**config.mk**
```make
export PLATFORM = sky130hd
export DESIGN_NAME = sdram_mem_flat
export DESIGN_NICKNAME = d
export VERILOG_FILES = /design/src/sdram_pin_pkg.sv /design/src/sdram_pin_if.sv /design/src/sdram_bank_state.sv /design/src/sdram_mem.sv /design/src/flat_wrapper.sv
export VERILOG_INCLUDE_DIRS = /design/src
export SDC_FILE = /design/constraint.sdc
export NUM_CORES = 2
export LEC_CHECK = 0
export BUFFER_PORTS_ARGS = -buffer_cell sky130_fd_sc_hd__buf_4
export CAP_MARGIN = 10
export CELL_PAD_IN_SITES_DETAIL_PLACEMENT = 0
export CELL_PAD_IN_SITES_GLOBAL_PLACEMENT = 1
export CORE_MARGIN = 2
export CORE_UTILIZATION = 45
export DETAILED_ROUTE_END_ITERATION = 10
export PLACE_DENSITY_LB_ADDON = 0.1
export SYNTH_ARGS = -nofsm -noshare
export SYNTH_HDL_FRONTEND = slang
export SYNTH_SLANG_ARGS = --single-unit
```
**constraint.sdc**
```tcl
create_clock -name aclk -period 5.7 [get_ports aclk]
set_clock_uncertainty 0.1 [all_clocks]
set_input_delay 0.285 -clock aclk [delete_from_list [all_inputs] [get_ports aclk]]
set_output_delay 0.285 -clock aclk [all_outputs]
set_load 0.01 [all_outputs]
```
**src/sdram_pin_regs.svh**
```systemverilog
// timing and field constants of the sdram pin command interface
// assumes: included by its bare name from both ends and the testbench
`ifndef SDRAM_PIN_REGS_SVH
`define SDRAM_PIN_REGS_SVH
`define CAS_LATENCY        3
`define MASK_READ_LATENCY  2
`define BURST_LEN          4
`define AUTO_CLOSE_BIT     10
`define OFS_CMD            12'h000
`define OFS_ADDR           12'h004
`define OFS_WDATA          12'h008
`define OFS_RDATA          12'h00C
`define OFS_STATUS         12'h010
`define OFS_CTRL           12'h014
`define CMD_OP_LSB         0
`define CMD_BANK_LSB       4
`define CMD_MASK_LSB       8
`define CMD_AUTO_LSB       12
`define CTRL_CKE_LSB       0
`define CTRL_CKE_RST       1'b1
`endif

```
**src/sdram_pin_pkg.sv**
```systemverilog
// types shared by the memory end and the testbench of the sdram pin interface
// assumes: nothing beyond the header of constants
`default_nettype none
package sdram_pin_pkg;
  typedef enum logic [3:0] {
    cmd_nop       = 4'h7,
    cmd_activate  = 4'h3,
    cmd_read      = 4'h5,
    cmd_write     = 4'h4,
    cmd_precharge = 4'h2,
    cmd_refresh   = 4'h1,
    cmd_load_mode = 4'h0,
    cmd_burst_stop = 4'h6
  } cmd_t;

  typedef enum logic [2:0] {
    pwr_run         = 3'h0,
    pwr_idle_down   = 3'h1,
    pwr_active_down = 3'h2,
    pwr_suspend     = 3'h3,
    pwr_self_ref    = 3'h4,
    pwr_deep_down   = 3'h5
  } pwr_t;
endpackage
`default_nettype wire

```
**src/sdram_pin_if.sv**
```systemverilog
// pin level carrier between controller and memory device
// assumes: one clock aclk; the testbench resolves the dq wire from enables
`timescale 1ns/1ps
`default_nettype none
interface sdram_pin_if #(
  parameter int DQ_W = 32,
  parameter int AD_W = 13
) (
  input wire logic aclk
);
  localparam int NB = DQ_W / 8;
  logic            cke;
  logic            cs_n;
  logic            ras_n;
  logic            cas_n;
  logic            we_n;
  logic [1:0]      bank;
  logic [AD_W-1:0] addr;
  logic [NB-1:0]   byte_mask;
  logic [DQ_W-1:0] dq_ctl_o;
  logic            dq_ctl_oe_n;
  logic [DQ_W-1:0] dq_mem_o;
  logic [NB-1:0]   dq_mem_oe_n;
  logic [DQ_W-1:0] dq_i;

  modport ctl (
    input  aclk, dq_i,
    output cke, cs_n, ras_n, cas_n, we_n, bank, addr, byte_mask,
    output dq_ctl_o, dq_ctl_oe_n
  );
  modport mem (
    input  aclk, cke, cs_n, ras_n, cas_n, we_n, bank, addr, byte_mask, dq_i,
    output dq_mem_o, dq_mem_oe_n
  );
endinterface
`default_nettype wire

```
**src/sdram_bank_state.sv**
```systemverilog
// open/closed state and open row of each bank of the memory end
// assumes: driven by the decoded commands of sdram_mem
`timescale 1ns/1ps
`default_nettype none
module sdram_bank_state #(
  parameter int AD_W = 13
) (
  input  wire logic            aclk,
  input  wire logic            aresetn,
  input  wire logic            open_en,
  input  wire logic            close_en,
  input  wire logic            close_all,
  input  wire logic [1:0]      bank,
  input  wire logic [AD_W-1:0] row,
  input  wire logic [1:0]      rd_bank,
  output logic [AD_W-1:0]      rd_row,
  output logic                 any_open
);
  logic [3:0]      open_reg;
  logic [AD_W-1:0] row_reg [4];

  always_ff @(posedge aclk) begin
    if (!aresetn) begin
      open_reg <= 4'h0;
    end else if (close_en && close_all) begin
      open_reg <= 4'h0;
    end else if (close_en) begin
      open_reg[bank] <= 1'b0;
    end else if (open_en) begin
      open_reg[bank] <= 1'b1;
    end
  end

  always_ff @(posedge aclk) begin
    if (open_en) begin
      row_reg[bank] <= row;
    end
  end

  assign rd_row   = row_reg[rd_bank];
  assign any_open = |open_reg;
endmodule
`default_nettype wire

```
**src/sdram_mem.sv**
```systemverilog
// memory device end: samples the pins, decodes commands, runs bursts
// assumes: controller honours command spacing; small array in flip-flops
`timescale 1ns/1ps
`default_nettype none
`include "sdram_pin_regs.svh"
module sdram_mem #(
  parameter int DQ_W   = 32,
  parameter int AD_W   = 13,
  parameter int COL_W  = 4
) (
  input  wire logic aclk,
  input  wire logic aresetn,
  sdram_pin_if.mem  pins,
  output var sdram_pin_pkg::pwr_t pwr_state,
  output logic [AD_W-1:0]     mode_word
);
  localparam int NB = DQ_W / 8;
  localparam int LAT = `CAS_LATENCY;
  localparam int MLAT = `MASK_READ_LATENCY;

  sdram_pin_pkg::pwr_t pwr_reg;
  sdram_pin_pkg::cmd_t cmd;
  logic                cke_prev_reg;
  logic                rd_burst_reg;
  logic                wr_burst_reg;
  logic [2:0]          beat_reg;
  logic [1:0]          burst_bank_reg;
  logic [COL_W-1:0]    col_reg;
  logic                auto_close_reg;
  logic [AD_W-1:0]     mode_reg;
  logic [DQ_W-1:0]     array_reg [4][1<<COL_W];
  logic [LAT-1:0]      rd_pipe_reg;
  logic [DQ_W-1:0]     rd_data_pipe_reg [LAT];
  logic [NB-1:0]       mask_pipe_reg [MLAT];
  logic                clk_on;
  logic                asleep;
  logic                burst_end;
  logic                close_en;
  logic                close_all;
  logic                open_cmd;
  logic [AD_W-1:0]     open_row;
  logic                any_open;

  // sleeping states stop every receiver but clock enable
  assign asleep = (pwr_reg == sdram_pin_pkg::pwr_idle_down) ||
                  (pwr_reg == sdram_pin_pkg::pwr_active_down) ||
                  (pwr_reg == sdram_pin_pkg::pwr_self_ref) ||
                  (pwr_reg == sdram_pin_pkg::pwr_deep_down);
  assign clk_on = pins.cke && cke_prev_reg && !asleep;

  // **********************************************************
  // command decode
  // **********************************************************
  always_comb begin
    cmd = sdram_pin_pkg::cmd_nop;
    if (clk_on && !pins.cs_n) begin
      cmd = sdram_pin_pkg::cmd_t'({1'b0, pins.ras_n, pins.cas_n,
                                   pins.we_n});
    end
  end

  assign close_en  = cmd == sdram_pin_pkg::cmd_precharge;
  assign close_all = pins.addr[`AUTO_CLOSE_BIT];
  assign open_cmd  = cmd == sdram_pin_pkg::cmd_activate;

  // activate and precharge name their bank; auto-close uses the burst's
  sdram_bank_state #(
    .AD_W (AD_W)
  ) sdram_bank_state_inst (
    .aclk      (aclk),
    .aresetn   (aresetn),
    .open_en   (open_cmd),
    .close_en  (close_en || (burst_end && auto_close_reg)),
    .close_all (close_en && close_all),
    .bank      ((close_en || open_cmd) ? pins.bank : burst_bank_reg),
    .row       (pins.addr),
    .rd_bank   (burst_bank_reg),
    .rd_row    (open_row),
    .any_open  (any_open)
  );

  always_ff @(posedge aclk) begin
    if (!aresetn) begin
      mode_reg <= {AD_W{1'b0}};
    end else if (cmd == sdram_pin_pkg::cmd_load_mode) begin
      mode_reg <= pins.addr;
    end
  end

  // **********************************************************
  // clock enable and power states
  // **********************************************************
  always_ff @(posedge aclk) begin
    if (!aresetn) begin
      cke_prev_reg <= 1'b1;
    end else begin
      cke_prev_reg <= pins.cke;
    end
  end

  // wake on clock enable alone while asleep, modelling its async sense
  always_ff @(posedge aclk) begin
    if (!aresetn) begin
      pwr_reg <= sdram_pin_pkg::pwr_run;
    end else if (asleep || pwr_reg == sdram_pin_pkg::pwr_suspend) begin
      if (pins.cke) begin
        pwr_reg <= sdram_pin_pkg::pwr_run;
      end
    end else if (!pins.cke) begin
      if (rd_burst_reg || wr_burst_reg) begin
        pwr_reg <= sdram_pin_pkg::pwr_suspend;
      end else if (any_open) begin
        pwr_reg <= sdram_pin_pkg::pwr_active_down;
      end else if (cmd == sdram_pin_pkg::cmd_refresh) begin
        pwr_reg <= sdram_pin_pkg::pwr_self_ref;
      end else if (cmd == sdram_pin_pkg::cmd_burst_stop) begin
        pwr_reg <= sdram_pin_pkg::pwr_deep_down;
      end else begin
        pwr_reg <= sdram_pin_pkg::pwr_idle_down;
      end
    end
  end

  // **********************************************************
  // burst engine
  // **********************************************************
  assign burst_end = clk_on && (rd_burst_reg || wr_burst_reg) &&
                     (beat_reg == 3'(`BURST_LEN - 1));

  always_ff @(posedge aclk) begin
    if (!aresetn) begin
      rd_burst_reg   <= 1'b0;
      wr_burst_reg   <= 1'b0;
      beat_reg       <= 3'h0;
      col_reg        <= {COL_W{1'b0}};
      burst_bank_reg <= 2'h0;
      auto_close_reg <= 1'b0;
    end else if (cmd == sdram_pin_pkg::cmd_read ||
                 cmd == sdram_pin_pkg::cmd_write) begin
      rd_burst_reg   <= cmd == sdram_pin_pkg::cmd_read;
      wr_burst_reg   <= cmd == sdram_pin_pkg::cmd_write;
      beat_reg       <= 3'h1;
      col_reg        <= pins.addr[COL_W-1:0] + 1'b1;
      burst_bank_reg <= pins.bank;
      auto_close_reg <= pins.addr[`AUTO_CLOSE_BIT];
    end else if (cmd == sdram_pin_pkg::cmd_burst_stop || burst_end) begin
      rd_burst_reg <= 1'b0;
      wr_burst_reg <= 1'b0;
      beat_reg     <= 3'h0;
    end else if (clk_on && (rd_burst_reg || wr_burst_reg)) begin
      beat_reg <= beat_reg + 3'h1;
      col_reg  <= col_reg + 1'b1;
    end
  end

  // write beats: first at the command, following from the counter
  logic             wr_beat;
  logic [1:0]       wr_bank;
  logic [COL_W-1:0] wr_col;
  assign wr_beat = (cmd == sdram_pin_pkg::cmd_write) ||
                   (clk_on && wr_burst_reg &&
                    cmd != sdram_pin_pkg::cmd_burst_stop);
  assign wr_bank = (cmd == sdram_pin_pkg::cmd_write) ? pins.bank
                                                     : burst_bank_reg;
  assign wr_col  = (cmd == sdram_pin_pkg::cmd_write) ?
                   pins.addr[COL_W-1:0] : col_reg;

  always_ff @(posedge aclk) begin
    for (int b = 0; b < NB; b++) begin
      if (wr_beat && !pins.byte_mask[b]) begin
        array_reg[wr_bank][wr_col][8*b +: 8] <= pins.dq_i[8*b +: 8];
      end
    end
  end

  // **********************************************************
  // read pipeline and output drivers
  // **********************************************************
  logic             rd_beat;
  logic [1:0]       rd_bank;
  logic [COL_W-1:0] rd_col;
  assign rd_beat = (cmd == sdram_pin_pkg::cmd_read) ||
                   (clk_on && rd_burst_reg &&
                    cmd != sdram_pin_pkg::cmd_burst_stop);
  assign rd_bank = (cmd == sdram_pin_pkg::cmd_read) ? pins.bank
                                                    : burst_bank_reg;
  assign rd_col  = (cmd == sdram_pin_pkg::cmd_read) ?
                   pins.addr[COL_W-1:0] : col_reg;

  always_ff @(posedge aclk) begin
    if (!aresetn) begin
      rd_pipe_reg <= {LAT{1'b0}};
      for (int i = 0; i < MLAT; i++) begin
        mask_pipe_reg[i] <= {NB{1'b1}};
      end
    end else if (!asleep) begin
      rd_pipe_reg      <= {rd_pipe_reg[LAT-2:0], rd_beat};
      mask_pipe_reg[0] <= pins.byte_mask;
      for (int i = 1; i < MLAT; i++) begin
        mask_pipe_reg[i] <= mask_pipe_reg[i-1];
      end
    end
  end

  always_ff @(posedge aclk) begin
    if (!asleep) begin
      rd_data_pipe_reg[0] <= array_reg[rd_bank][rd_col];
      for (int i = 1; i < LAT; i++) begin
        rd_data_pipe_reg[i] <= rd_data_pipe_reg[i-1];
      end
    end
  end

  assign pins.dq_mem_o = rd_data_pipe_reg[LAT-1];
  always_comb begin
    for (int b = 0; b < NB; b++) begin
      pins.dq_mem_oe_n[b] = !(rd_pipe_reg[LAT-1] &&
                              !mask_pipe_reg[MLAT-1][b]);
    end
  end

  assign pwr_state = pwr_reg;
  assign mode_word = mode_reg;
  logic unused_row;
  assign unused_row = ^open_row;
endmodule
`default_nettype wire

```
**src/flat_wrapper.sv**
```systemverilog
// flat-port wrapper written by rule: the top's interface ports become plain ports
module sdram_mem_flat 
#(
  parameter int DQ_W   = 32,
  parameter int AD_W   = 13,
  parameter int COL_W  = 4
)
  (aclk, aresetn, pwr_state, mode_word, pins_cke, pins_cs_n, pins_ras_n, pins_cas_n, pins_we_n, pins_bank, pins_addr, pins_byte_mask, pins_dq_i, pins_dq_mem_o, pins_dq_mem_oe_n);
  sdram_pin_if #(.DQ_W(DQ_W), .AD_W(AD_W)) pins_i (.aclk(aclk));
  input  wire logic aclk;
  input  wire logic aresetn;
  output var sdram_pin_pkg::pwr_t pwr_state;
  output logic [AD_W-1:0] mode_word;
  input wire logic [$bits(pins_i.cke)-1:0] pins_cke;
  input wire logic [$bits(pins_i.cs_n)-1:0] pins_cs_n;
  input wire logic [$bits(pins_i.ras_n)-1:0] pins_ras_n;
  input wire logic [$bits(pins_i.cas_n)-1:0] pins_cas_n;
  input wire logic [$bits(pins_i.we_n)-1:0] pins_we_n;
  input wire logic [$bits(pins_i.bank)-1:0] pins_bank;
  input wire logic [$bits(pins_i.addr)-1:0] pins_addr;
  input wire logic [$bits(pins_i.byte_mask)-1:0] pins_byte_mask;
  input wire logic [$bits(pins_i.dq_i)-1:0] pins_dq_i;
  output wire logic [$bits(pins_i.dq_mem_o)-1:0] pins_dq_mem_o;
  output wire logic [$bits(pins_i.dq_mem_oe_n)-1:0] pins_dq_mem_oe_n;
  assign pins_i.cke = pins_cke;
  assign pins_i.cs_n = pins_cs_n;
  assign pins_i.ras_n = pins_ras_n;
  assign pins_i.cas_n = pins_cas_n;
  assign pins_i.we_n = pins_we_n;
  assign pins_i.bank = pins_bank;
  assign pins_i.addr = pins_addr;
  assign pins_i.byte_mask = pins_byte_mask;
  assign pins_i.dq_i = pins_dq_i;
  assign pins_dq_mem_o = pins_i.dq_mem_o;
  assign pins_dq_mem_oe_n = pins_i.dq_mem_oe_n;
  sdram_mem #(.DQ_W(DQ_W), .AD_W(AD_W), .COL_W(COL_W)) u_core (.aclk(aclk), .aresetn(aresetn), .pins(pins_i), .pwr_state(pwr_state), .mode_word(mode_word));
endmodule
```
==> summary.md <==
| Metric | Value |
|---|---|
| Slew margin rel. | `0.162` |
| Tot Pwr | `33.7 mW` |
| Initial DRT Pass Iterations | `6` |
| Chip width | `about 440 um` |
| Synthesized area per cell | `14.2 um2` |
| Max reg flops | `2048` |
| Number of global-route vias before repair | `52100` |
| RSZ-0062 raised after global routing | `false` |
| Slew Limit Fails | `0` |
| Crit-path most repeated cell | `buf_4` |
| Post-synth EDFFs | `around 2200` |
| Hold worst-path end | `u_core.burst_bank_reg[1]$_SDFFE_PN0N_` |
| Worst slew pin tran | `1.25 ns` |
| DRT iter0 DRCs | `between 6000 and 7000` |
| Status | `finished, final reports clean` |
| Non-filler cells, final | `9192` |
| Most frequent cells in the layout | `edfxtp_1, nand2_1, buf_4` |
| Starting Density | `0.453` |
| Final GP Congestion | `around 0.85` |
| Crit path time final | `5.09 ns` |
| Vias | `55100` |
| Via/cell ratio | `5.99` |
| Total core area | `between 150000 and 200000 um2` |
| # hold bufs at CTS | `61` |
| Resized Gates After CTS | `0` |
| Fraction of layout cells with a size suffix above 1 | `0.142` |
| Crit path kind | `flip-flop to flip-flop` |
| Leakage | `33.5 nW` |
| FFs w/ async S/R, synth | `0` |
| HPWL Detailed | `178000 um` |
| Worst hold start | `pins_ras_n` |
| Final hold violation count | `0` |
| Final setup violation count | `0` |
| Grt ovf | `0` |
| Critical Path RT | `6.22 ns` |
| Arrival time worst endpoint | `5.61 ns` |
| Gr usage total | `0.287` |
| Max_cap viols | `0` |
| CP cell instances | `o21ai_0, a211o_1, buf_4, mux2_8, buf_12, buf_4, mux2i_1, o22ai_1, nor4_1, a21oi_1, o211a_1` |
| Skew-Pair Late Insertion Delay | `0.86 ns` |
| Final #Nets | `6547` |
| Cells after DPL | `between 8000 and 9000` |
| FF-to-FF setup slack | `just over 0.6 ns` |
| Largest net degree at the start of global routing | `94` |
| Final ANT Viol Nets | `0` |
| Die area | `195000 um2` |
| Synthesized area | `86300 um2` |
| Synth area leaders | `edfxtp_1, nand2_1, mux2i_1` |
| #FFs+latches synth | `roughly 2200` |
| Die span in y | `442 um` |
| Port bufs | `approximately 110` |
| Hold/Removal Path Class | `input port to flip-flop` |
| Cell Pwr Density | `336 nW/um2` |
| I/O pins | `110` |
| Cell variety after synth | `58` |
| CTS Sinks | `~2200` |
| Post-Synthesis Cells | `6080` |
| Clk network pwr share | `0.434` |
| Critical path peak fanout | `42` |
| Row cnt | `160` |
| DR WL/cell | `31.1 um` |
| Combinational group share of total power | `0.036` |
| Setup TNS after final layout | `0 ns` |
| Warning count from the yosys run | `0` |
| NetSw | `7.23 mW` |
| Max clock buf depth | `3` |
| Postcts setup bufs | `0` |
| Most common cell after layout, fill and taps aside | `edfxtp_1` |
| Max incr delay on CP | `approximately 0.99 ns` |
| Leading area contributor after synthesis | `edfxtp_1` |
| F_max | `0.196 GHz` |
| CTS Buf Count | `226` |
| H-Tree Depth | `4` |
| Post-synthesis sequential area ratio | `0.757` |
| Top cell type's share of synthesized area | `0.749` |
| Post-route DRC | `0` |
| Flop pwr share | `0.530` |
| Period utilization | `0.894` |
| Worst vdd ir | `0.262 mV` |
| R2R depth | `11` |
| Slowest cell on crit path | `nor4_1` |
| Final Util | `0.527` |
| RR Startpoint | `u_core.pwr_state[0]$_SDFFE_PN0P_` |
| WL final | `286000 um` |
| CTS root buf | `clkbuf_16` |
| R2R Path End | `u_core.rd_data_pipe_reg[0][29]$_DFFE_PN_` |
| CP delay by family, top | `compound AO/OA/AOI/OAI gates` |
| Worst Hold Depth | `6` |
| Net Sw Frac | `0.214` |
| Global-route wire length before repair | `401000 um` |
| CP endpoint kind | `flip-flop` |
| CTS tree | `built` |
| Startpoint type of the worst setup path | `flip-flop` |
| Top_reg_cell synth | `edfxtp_1` |
| Syn_nets | `6141` |
| Initial antenna violation count | `17` |
| CP bufs+invs | `3` |
| Clk slew on worst S/H paths | `0.07 ns` |
| Cell Int Power | `26.5 mW` |
| Area delta synth->final | `16.3%` |
## worst max path at each step
stage / from / end / slack, ns / cells after the start
floorplan: u_core.pwr_state[1]$_SDFFE_PN0P_ / u_core.array_reg[0][112]$_DFFE_PP_ / 1.98 / 10
finish: u_core.pwr_state[0]$_SDFFE_PN0P_ / u_core.rd_data_pipe_reg[0][29]$_DFFE_PN_ / 0.61 / 11
CTS: u_core.pwr_state[0]$_SDFFE_PN0P_ / u_core.rd_data_pipe_reg[0][29]$_DFFE_PN_ / 0.72 / 11
global route: u_core.pwr_state[0]$_SDFFE_PN0P_ / u_core.rd_data_pipe_reg[0][29]$_DFFE_PN_ / 0.56 / 11
global placement: u_core.pwr_state[0]$_SDFFE_PN0P_ / u_core.rd_data_pipe_reg[0][16]$_DFFE_PN_ / 0.78 / 9
detailed placement: u_core.pwr_state[0]$_SDFFE_PN0P_ / u_core.rd_data_pipe_reg[0][29]$_DFFE_PN_ / 0.73 / 11
## final cells by class
type / count / area, um2
inverters: 9 / 38.8
clock buffers: 277 / 5960
clock inverters: 142 / 1310
multi-input cells: 3424 / 19100
fillers: 15800 / 90000
diodes: 4 / 10.0
well taps: 2511 / 3140
repair buffers: 637 / 5410
flip-flops and latches: 2188 / 65300
## worst min-delay path, stage by stage
cell,delay (ns)
buf_4,0.12
nand4b_1,0.18
nor3_1,0.07
buf_4,0.18
nand2_1,0.07
a21oi_1,0.05
## power by group through the flow
stage	sequential, mW	clock [mW]	combinational (mW)
after floorplan	18.2	0	0.487
after global placement	18.2	0	1.17
after detailed placement	18.2	0	1.18
after CTS	17.9	14.8	1.22
after global routing	17.9	15.4	1.28
final	17.9	14.6	1.21
## per-stage QoR
step / setup slack (ns) / cell area (um2) / hold WS, ns
final: 0.606 / 100000 / 0.0553
after detailed placement: 0.731 / 92400 / 0.306
after global routing: 0.565 / 100000 / 0.0848
after CTS: 0.717 / 100000 / 0.00178
after floorplan: 1.98 / 86300 / 0.284
after global placement: 0.775 / 92400 / 0.303
## cells by family after synthesis
| group | after synthesis | share of synthesized area |
|---|---|---|
| xor gates and xnor gates | 1 | 0.000101 |
| buffers and inverters | 468 | 0.0247 |
| and+or+nand+nor | 2133 | 0.106 |
| DFF | 2188 | 0.757 |
| adders and majority gates | 3 | 0.000435 |
| AOI/OAI and AO/OA | 923 | 0.0691 |
| muxes | 364 | 0.0425 |
## synth_stat cells (7+ instances only)
master    number
o21ai_0       57
nand3_1      310
o32ai_1        9
a21oi_1      360
a32oi_1       96
a211oi_1      22
inv_1          9
nor2_1        72
buf_4         50
nor4_1        41
nand2b_1      15
nand2_1     1310
a221oi_1      23
buf_1         35
clkbuf_1     230
mux2i_1      356
mux2_2         7
o31ai_1       20
o22ai_1       51
dfxtp_1       36
a21o_1         7
nor3_1       284
o211a_1       16
a22oi_1      115
nand4_1       65
and3_1        10
a31oi_1      116
or3_1          8
buf_2        143
edfxtp_1    2152
## layer usage
metal	vias to the layer above	part of all wire	global-route usage
met5	-	0.00019	0
met4	8	0.030	0.0829
met3	398	0.072	0.0399
met2	2397	0.46	0.449
met1	28400	0.44	0.421
li1	23900	-	-
Note: power is estimated with default switching activity, not from simulation.
